==> src/rtl/acrb_pkg.sv <==
// Purpose: Constants and types for the converter configuration register bank
// Assumes: Byte-wide registers reached by register read/write command ports
// Notes: Field positions and reset values shared by bank and bench
// Overview of operation
// - Registers reached only by read/write commands, single or consecutive byte runs.
// - Any register write restarts conversion; 63 results are dropped afterwards.
// - Setup A bit 7 selects pulse (0, default) or continuous (1) sync.
// - Setup A bit 6 is resolution mode flag, reset value 1.
// - Setup A bits 5:3 select output rate, default code 010.
// - Setup A bit 2 selects linear (0, default) or minimum phase FIR.
// - Setup A bits 1:0 select filter chain, default sinc plus low-pass.
// - Setup B bits 6:4 route inputs, default pair one.
// - Setup B bit 3 enables amplifier chopping, reset value 1.
// - Setup B bits 2:0 set gain power of two, default code 000.
// - High-pass corner is low byte 03h and high byte 04h combined.
// - Zero correction is bytes 05h low, 06h middle, 07h high.
// - Result is input minus 256 times zero correction, times span correction over 400000h.
package acrb_pkg;
    localparam logic [4:0] ADDR_PART_CODE = 5'h00;
    localparam logic [4:0] ADDR_SETUP_A = 5'h01;
    localparam logic [4:0] ADDR_SETUP_B = 5'h02;
    localparam logic [4:0] ADDR_HP_LOW = 5'h03;
    localparam logic [4:0] ADDR_HP_HIGH = 5'h04;
    localparam logic [4:0] ADDR_ZERO_LOW = 5'h05;
    localparam logic [4:0] ADDR_ZERO_MID = 5'h06;
    localparam logic [4:0] ADDR_ZERO_HIGH = 5'h07;
    localparam logic [4:0] ADDR_SPAN_LOW = 5'h08;
    localparam logic [4:0] ADDR_SPAN_MID = 5'h09;
    localparam logic [4:0] ADDR_SPAN_HIGH = 5'h0A;
    localparam logic [4:0] ADDR_LAST = 5'h0A;

    localparam logic [7:0] RST_SETUP_A = 8'h52;
    localparam logic [7:0] RST_SETUP_B = 8'h08;
    localparam logic [7:0] RST_HP_LOW = 8'h32;
    localparam logic [7:0] RST_HP_HIGH = 8'h03;
    localparam logic [7:0] RST_ZERO = 8'h00;
    localparam logic [7:0] RST_SPAN_LOW = 8'h00;
    localparam logic [7:0] RST_SPAN_MID = 8'h00;
    localparam logic [7:0] RST_SPAN_HIGH = 8'h40;
    localparam logic [7:0] SETUP_B_WMASK = 8'h7F;
    localparam logic [3:0] PART_LOW_ZERO = 4'h0;

    // Conversions lost after a register write
    localparam logic [5:0] RESTART_DROP = 6'h3F;
    // Unity gain point of the span correction
    localparam int SPAN_UNITY_SHIFT = 22;

    typedef enum logic {SYNC_PULSE, SYNC_CONTINUOUS} acrb_sync_e;

    typedef struct packed {
        acrb_sync_e sync_mode;
        logic high_res;
        logic [2:0] output_rate_select;
        logic min_phase;
        logic [1:0] filter_chain_select;
    } acrb_setup_a_s;

    typedef struct packed {
        logic rsvd;
        logic [2:0] input_selector;
        logic amp_swap_enable;
        logic [2:0] amp_gain_select;
    } acrb_setup_b_s;

    typedef struct packed {
        logic [15:0] highpass_corner;
        logic signed [23:0] zero_correction;
        logic [23:0] span_correction;
    } acrb_corr_s;
endpackage

==> src/rtl/acrb_bank.sv <==
// Purpose: Configuration register bank with restart control and result scaling
// Assumes: Command decoder issues one-cycle byte strobes on clk_sys
// Notes: A run of bytes is a start address plus successive strobes
module acrb_bank
    import acrb_pkg::*;
#(
    parameter logic [3:0] FACTORY_CODE = 4'h5 // Arbitrary value
) (
    input wire logic clk_sys,
    input wire logic sys_rst,
    input wire logic cmd_start,
    input wire logic [4:0] cmd_addr,
    input wire logic register_write_cmd,
    input wire logic register_read_cmd,
    input wire logic [7:0] wr_byte,
    output logic [7:0] rd_byte,
    output logic rd_valid,
    input wire logic result_in_valid,
    input wire logic signed [31:0] result_in,
    output logic result_out_valid,
    output logic signed [31:0] result_out,
    output logic conv_restart,
    output acrb_setup_a_s setup_a,
    output acrb_setup_b_s setup_b,
    output acrb_corr_s corr
);
    logic [4:0] ptr;
    logic [7:0] hp_low, hp_high, zl, zm, zh, sl, sm, sh;
    logic [5:0] drop_cnt;
    logic [7:0] next_rd;
    logic [7:0] setup_a_byte;
    logic [7:0] setup_b_byte;
    logic sel_setup_a;
    logic sel_setup_b;
    logic sel_hp_low;
    logic sel_hp_high;
    logic sel_zero_low;
    logic sel_zero_mid;
    logic sel_zero_high;
    logic sel_span_low;
    logic sel_span_mid;
    logic sel_span_high;
    logic wr_setup_a;
    logic wr_setup_b;
    logic wr_hp_low;
    logic wr_hp_high;
    logic wr_zero_low;
    logic wr_zero_mid;
    logic wr_zero_high;
    logic wr_span_low;
    logic wr_span_mid;
    logic wr_span_high;

    // Address pointer advances on each byte of a run
    always_ff @(posedge clk_sys) begin
        if (sys_rst) begin
            ptr <= ADDR_PART_CODE;
        end else if (cmd_start) begin
            ptr <= cmd_addr;
        end else if (register_write_cmd || register_read_cmd) begin
            ptr <= ptr + 5'h01;
        end
    end

    // Decode of the pointer; identity and unmapped addresses select nothing
    always_comb begin
        sel_setup_a = 1'b0;
        sel_setup_b = 1'b0;
        sel_hp_low = 1'b0;
        sel_hp_high = 1'b0;
        sel_zero_low = 1'b0;
        sel_zero_mid = 1'b0;
        sel_zero_high = 1'b0;
        sel_span_low = 1'b0;
        sel_span_mid = 1'b0;
        sel_span_high = 1'b0;
        if (ptr == ADDR_SETUP_A) begin
            sel_setup_a = 1'b1;
        end else if (ptr == ADDR_SETUP_B) begin
            sel_setup_b = 1'b1;
        end else if (ptr == ADDR_HP_LOW) begin
            sel_hp_low = 1'b1;
        end else if (ptr == ADDR_HP_HIGH) begin
            sel_hp_high = 1'b1;
        end else if (ptr == ADDR_ZERO_LOW) begin
            sel_zero_low = 1'b1;
        end else if (ptr == ADDR_ZERO_MID) begin
            sel_zero_mid = 1'b1;
        end else if (ptr == ADDR_ZERO_HIGH) begin
            sel_zero_high = 1'b1;
        end else if (ptr == ADDR_SPAN_LOW) begin
            sel_span_low = 1'b1;
        end else if (ptr == ADDR_SPAN_MID) begin
            sel_span_mid = 1'b1;
        end else if (ptr == ADDR_SPAN_HIGH) begin
            sel_span_high = 1'b1;
        end
    end

    // No enable exists for the identity byte, so writes there change no register but still restart conversion
    always_comb begin
        wr_setup_a = register_write_cmd && sel_setup_a;
        wr_setup_b = register_write_cmd && sel_setup_b;
        wr_hp_low = register_write_cmd && sel_hp_low;
        wr_hp_high = register_write_cmd && sel_hp_high;
        wr_zero_low = register_write_cmd && sel_zero_low;
        wr_zero_mid = register_write_cmd && sel_zero_mid;
        wr_zero_high = register_write_cmd && sel_zero_high;
        wr_span_low = register_write_cmd && sel_span_low;
        wr_span_mid = register_write_cmd && sel_span_mid;
        wr_span_high = register_write_cmd && sel_span_high;
    end

    assign setup_a = acrb_setup_a_s'(setup_a_byte);
    assign setup_b = acrb_setup_b_s'(setup_b_byte);

    acrb_byte_reg #(
        .RESET_VALUE(RST_SETUP_A)
    ) setup_a_reg (
        .clk_sys(clk_sys),
        .sys_rst(sys_rst),
        .load(wr_setup_a),
        .d(wr_byte),
        .q(setup_a_byte)
    );

    acrb_byte_reg #(
        .RESET_VALUE(RST_SETUP_B),
        .WRITE_MASK(SETUP_B_WMASK)
    ) setup_b_reg (
        .clk_sys(clk_sys),
        .sys_rst(sys_rst),
        .load(wr_setup_b),
        .d(wr_byte),
        .q(setup_b_byte)
    );

    acrb_byte_reg #(
        .RESET_VALUE(RST_HP_LOW)
    ) hp_low_reg (
        .clk_sys(clk_sys),
        .sys_rst(sys_rst),
        .load(wr_hp_low),
        .d(wr_byte),
        .q(hp_low)
    );

    acrb_byte_reg #(
        .RESET_VALUE(RST_HP_HIGH)
    ) hp_high_reg (
        .clk_sys(clk_sys),
        .sys_rst(sys_rst),
        .load(wr_hp_high),
        .d(wr_byte),
        .q(hp_high)
    );

    acrb_byte_reg #(
        .RESET_VALUE(RST_ZERO)
    ) zero_low_reg (
        .clk_sys(clk_sys),
        .sys_rst(sys_rst),
        .load(wr_zero_low),
        .d(wr_byte),
        .q(zl)
    );

    acrb_byte_reg #(
        .RESET_VALUE(RST_ZERO)
    ) zero_mid_reg (
        .clk_sys(clk_sys),
        .sys_rst(sys_rst),
        .load(wr_zero_mid),
        .d(wr_byte),
        .q(zm)
    );

    acrb_byte_reg #(
        .RESET_VALUE(RST_ZERO)
    ) zero_high_reg (
        .clk_sys(clk_sys),
        .sys_rst(sys_rst),
        .load(wr_zero_high),
        .d(wr_byte),
        .q(zh)
    );

    acrb_byte_reg #(
        .RESET_VALUE(RST_SPAN_LOW)
    ) span_low_reg (
        .clk_sys(clk_sys),
        .sys_rst(sys_rst),
        .load(wr_span_low),
        .d(wr_byte),
        .q(sl)
    );

    acrb_byte_reg #(
        .RESET_VALUE(RST_SPAN_MID)
    ) span_mid_reg (
        .clk_sys(clk_sys),
        .sys_rst(sys_rst),
        .load(wr_span_mid),
        .d(wr_byte),
        .q(sm)
    );

    acrb_byte_reg #(
        .RESET_VALUE(RST_SPAN_HIGH)
    ) span_high_reg (
        .clk_sys(clk_sys),
        .sys_rst(sys_rst),
        .load(wr_span_high),
        .d(wr_byte),
        .q(sh)
    );

    always_comb begin
        corr.highpass_corner = {hp_high, hp_low};
        corr.zero_correction = {zh, zm, zl};
        corr.span_correction = {sh, sm, sl};
    end

    always_comb begin
        next_rd = 8'h00;
        if (ptr == ADDR_PART_CODE) begin
            next_rd = {FACTORY_CODE, PART_LOW_ZERO};
        end else if (ptr == ADDR_SETUP_A) begin
            next_rd = setup_a;
        end else if (ptr == ADDR_SETUP_B) begin
            next_rd = setup_b;
        end else if (ptr == ADDR_HP_LOW) begin
            next_rd = hp_low;
        end else if (ptr == ADDR_HP_HIGH) begin
            next_rd = hp_high;
        end else if (ptr == ADDR_ZERO_LOW) begin
            next_rd = zl;
        end else if (ptr == ADDR_ZERO_MID) begin
            next_rd = zm;
        end else if (ptr == ADDR_ZERO_HIGH) begin
            next_rd = zh;
        end else if (ptr == ADDR_SPAN_LOW) begin
            next_rd = sl;
        end else if (ptr == ADDR_SPAN_MID) begin
            next_rd = sm;
        end else if (ptr == ADDR_SPAN_HIGH) begin
            next_rd = sh;
        end
    end

    always_ff @(posedge clk_sys) begin
        if (sys_rst) begin
            rd_byte <= 8'h00;
            rd_valid <= 1'b0;
        end else begin
            rd_valid <= register_read_cmd;
            if (register_read_cmd) begin
                rd_byte <= next_rd;
            end
        end
    end

    // Restart pulse and drop counter after each write
    always_ff @(posedge clk_sys) begin
        if (sys_rst) begin
            conv_restart <= 1'b0;
            drop_cnt <= 6'h00;
        end else begin
            conv_restart <= register_write_cmd;
            if (register_write_cmd) begin
                drop_cnt <= RESTART_DROP;
            end else if (result_in_valid && drop_cnt != 6'h00) begin
                drop_cnt <= drop_cnt - 6'h01;
            end
        end
    end

    logic signed [32:0] diff;
    logic signed [57:0] prod;
    always_comb begin
        // Zero correction is two's complement, so it is sign-extended
        diff = 33'(result_in) - 33'(signed'({corr.zero_correction, 8'h00}));
        prod = 58'(diff) * 58'($signed({1'b0, corr.span_correction}));
    end

    always_ff @(posedge clk_sys) begin
        if (sys_rst) begin
            result_out <= 32'h0000_0000;
            result_out_valid <= 1'b0;
        end else begin
            result_out_valid <= result_in_valid && drop_cnt == 6'h00 && !register_write_cmd;
            if (result_in_valid) begin
                result_out <= 32'(prod >>> SPAN_UNITY_SHIFT);
            end
        end
    end
endmodule

// One configuration byte with its own reset value and writable-bit mask
module acrb_byte_reg #(
    parameter logic [7:0] RESET_VALUE = 8'h00,
    parameter logic [7:0] WRITE_MASK = 8'hFF
) (
    input wire logic clk_sys,
    input wire logic sys_rst,
    input wire logic load,
    input wire logic [7:0] d,
    output logic [7:0] q
);
    always_ff @(posedge clk_sys) begin
        if (sys_rst) begin
            q <= RESET_VALUE;
        end else if (load) begin
            q <= d & WRITE_MASK;
        end
    end
endmodule

==> config.mk <==
export PLATFORM = sky130hd
export DESIGN_NAME = acrb_bank
export DESIGN_NICKNAME = d
export VERILOG_FILES = /design/src/rtl/acrb_pkg.sv /design/src/rtl/acrb_bank.sv
export SDC_FILE = /design/constraint.sdc
export NUM_CORES = 2
export LEC_CHECK = 0
export BUFFER_PORTS_ARGS = -buffer_cell sky130_fd_sc_hd__buf_2
export CORE_MARGIN = 8
export CORE_UTILIZATION = 40
export CTS_BUF_LIST = sky130_fd_sc_hd__clkbuf_4
export CTS_CLUSTER_SIZE = 12
export DETAILED_ROUTE_END_ITERATION = 6
export PLACE_DENSITY = 0.56
export SYNTH_ARGS = -nofsm -noshare
export SYNTH_HDL_FRONTEND = slang
export SYNTH_SLANG_ARGS = --single-unit
==> constraint.sdc <==
create_clock -name clk_sys -period 26.2 [get_ports clk_sys]
set_clock_uncertainty 0.2 [all_clocks]
set_input_delay 3.93 -clock clk_sys [delete_from_list [all_inputs] [get_ports clk_sys]]
set_output_delay 3.93 -clock clk_sys [all_outputs]
set_load 0.01 [all_outputs]
==> reports/summary.md <==
- outcome: finished clean
- Skew-Pair Late Insertion Delay: 0.56 ns
- post-detailed-placement cell area: 35300 µm²
- placed insts: 4826
- Die Span Y: 304 µm
- TritonCTS clock tree: yes
- Slowest cell on crit path: sky130_fd_sc_hd__a211oi_2
- fin crit period: 13.52 ns
- # H-tree levels: 4
- Mapped Area: 33300 µm²
- total die area: 92600 µm²
- critical path endpoint category: register
- via count of the first global-routing pass: 26934
- max-slew violations: 0
- worst-path fanout max: 20
- Netlist cell types: 71
- Post-Route Setup TNS: 0 ns
- part of the cycle the worst path needs: 51.6%
- CTS clk-pin slew, worst paths: 0.14 ns
- critical path class: in -> reg
- Worst Path Required: 26.44 ns
- sum of net half-perimeters after detailed placement: 75800 µm
- post-layout net count: 4770
- fmax: 74.0 MHz
- Data arrival, critical path: 13.77 ns
- number of antenna violations at the first check in global routing: 6
- count of TritonRoute iterations in the first routing pass: 5
- Root Driver: sky130_fd_sc_hd__clkbuf_4
- number of nets still failing antenna checks after routing: 0
- class of the most critical hold timing path: reg -> reg
- Async SR Flop Fraction: 0%
- Util after Layout: 43.2%
- number of input and output port buffers inserted: 172
- top cells by count, synth: 832 x sky130_fd_sc_hd__inv_1, 767 x sky130_fd_sc_hd__fa_1, 393 x sky130_fd_sc_hd__nand2_1, 386 x sky130_fd_sc_hd__and2_1, 210 x sky130_fd_sc_hd__nor2_1
- hold bufs inserted after CTS: 0
- number of enable-type register cells in the synthesized netlist: 0
- drt total wl: 99800 µm
- unrepaired setup endpoints after global routing: no
- core outline area: 82200 µm²
- maximum number of pins on one net before global-route repair: 68
- global placer's final weighted congestion: 0.867
- met3 wirelength from detailed routing: 5600 µm
- Post-Synthesis Net Count: 4726
- worst setup slack after placement: 12.15 ns
- highest routed layer: met4
- cell type with the highest occurrence count on the critical path: sky130_fd_sc_hd__fa_1
- area grow syn2layout: 6.95%
- Inserted Clock Buffers: 17
- First DRT Iteration DRCs: 1545
- cell types with the largest area share after synthesis: sky130_fd_sc_hd__fa_1 46%, sky130_fd_sc_hd__inv_1 9.4%, sky130_fd_sc_hd__dfxtp_1 8.0%
- Final Power: 0.687 mW
- area fraction of the dominant cell type after synthesis: 46.2%
- I/O pin total: 174
- final std cell area, no fill: 35600 µm²
- final-layout fill cell count: 8221
- count of buffers added by post-CTS timing repair for setup: 0
- vias after detailed routing: 24801
- number of synthesized register bits: 133
- detailed-route wire length per cell: 20.5 µm
- final worst-path setup slack: 12.68 ns
- sequential cell area fraction in the yosys report: 8.01%
- count of standard-cell rows: 105
- final routed DRC violation total: 0
- Max clock buf depth: 2
- Startpoint Class: input pin
- horizontal die dimension: 304 µm
- worst slew margin relative to its limit: 11.8%
- post-synthesis cell count: 3731
- Sinks on Clock Net: 133
- global route overflow: 0
- Maximum Capacitance Violations: 0
- met1 WL: 43800 µm
- slew at the pin with the worst max-slew slack: 1.32 ns
- quantity of gates resized following cts: 0
- dominant synthesized flop cell: sky130_fd_sc_hd__dfxtp_1
- Final setup violation count: 0
- Mean Syn Cell Area: 8.91 µm²
- Vias/cell: 5.10
- leakage power figure: 18.0 nW
- Peak VDD IR: 0.0320 mV
- stage delay of the slowest cell on the critical path: 0.66 ns
- starting density of the core: 40.4%
- worst slack on hold paths: 0.289 ns
- power per cell area: 19.3 nW/µm²
- DR WL met2: 46900 µm
- final count of hold timing violations: 0
- most frequently used cell type in the post-synthesis netlist: sky130_fd_sc_hd__inv_1
- number of warnings printed during yosys synthesis: 0
- area leader, netlist: sky130_fd_sc_hd__fa_1
- final standard cell count with taps included and fillers excluded: 4859
- share of layout cells above drive strength 1: 7.92%
- GR Util All Layers: 22.0%
- first-pass GRT wire length: 160000 µm
==> sequential cells by signal (all words and copies together) (netlist names), 5 cells and up <==
register	flops
drop_cnt	6
hp_high_reg.q	8
hp_low_reg.q	8
ptr	5
rd_byte	8
result_out	32
setup_a_reg.q	8
setup_b_reg.q	7
span_high_reg.q	8
span_low_reg.q	8
span_mid_reg.q	8
zero_high_reg.q	8
zero_low_reg.q	8
zero_mid_reg.q	8
==> worst max-delay path: cells and delay by family <==
kind            cells  cell delay (ns)
simple gates        3             0.51
compound gates     15             3.87
fa+ha+maj          10             4.52
buf+inv             7             0.72
xor+xnor            1             0.21
==> worst paths after layout <==
check                                       from                           to  slack (ns)  cells after the start
hold reg to reg      result_out[29]$_SDFFE_PP0P_  result_out[29]$_SDFFE_PP0P_        0.29                      2
setup reg to reg  zero_low_reg.q[1]$_SDFFE_PP0P_  result_out[22]$_SDFFE_PP0P_       15.65                     33
hold / removal       result_out[29]$_SDFFE_PP0P_  result_out[29]$_SDFFE_PP0P_        0.29                      2
setup / recovery                    result_in[8]  result_out[22]$_SDFFE_PP0P_       12.68                     36
==> logic make-up after synthesis <==
group                      count (synthesis)  share of synthesized area, %
AOI/OAI and AO/OA                        299                          5.83
xor gates and xnor gates                  83                          2.23
adders and majority gates                946                          52.9
buffers and inverters                   1042                          11.8
DFF                                      133                          8.01
muxes                                     63                          1.90
other                                      1                        0.0113
and+or+nand+nor                         1164                          17.3
==> power breakdown <==
part / switching [mW] / internal [mW] / leakage [nW]
clock: 0.0871 / 0.0503 / 0.131
combinational: 0.213 / 0.113 / 16.8
sequential: 0.00979 / 0.213 / 1.08
==> metal layers <==
layer | global-route usage (%) | vias to the layer above
met4 | 6.92 | 0
met1 | 29.8 | 12765
met5 | 0 | -
li1 | - | 11112
met2 | 36.3 | 758
met3 | 3.03 | 166
==> cell type report <==
cell class | instances | area [µm²] | area share [%]
Antenna cell | 1 | 2.50 | 0.00704
Clock buffer | 19 | 143 | 0.401
Clock inverter | 13 | 124 | 0.348
Inverter | 833 | 3130 | 8.79
Multi-Input combinational cell | 2556 | 26800 | 75.5
Sequential cell | 133 | 2660 | 7.49
Tap cell | 1070 | 1340 | 3.76
Timing Repair Buffer | 234 | 1330 | 3.74
==> cell usage in the layout (no fill, tap or decap), drive strengths merged, types with 10 or more instances in the layout <==
cell    synthesis  routed
a211o          11      11
a211oi         17      17
a21o           20      20
a21oi         105     105
a221oi         13      13
a31oi          10      10
and2          386     386
and3           15      15
buf             7     234
clkbuf        202      19
dfxtp         133     133
fa            767     767
ha            177     177
inv           832     837
mux2i          63      63
nand2         393     393
nand2b         42      42
nand3          33      33
nand4          14      14
nor2          210     210
nor2b          32      32
nor3           13      13
o21ai          49      49
xnor2          60      60
xor2           22      22
No activity file was read; power rests on OpenSTA's default activity.
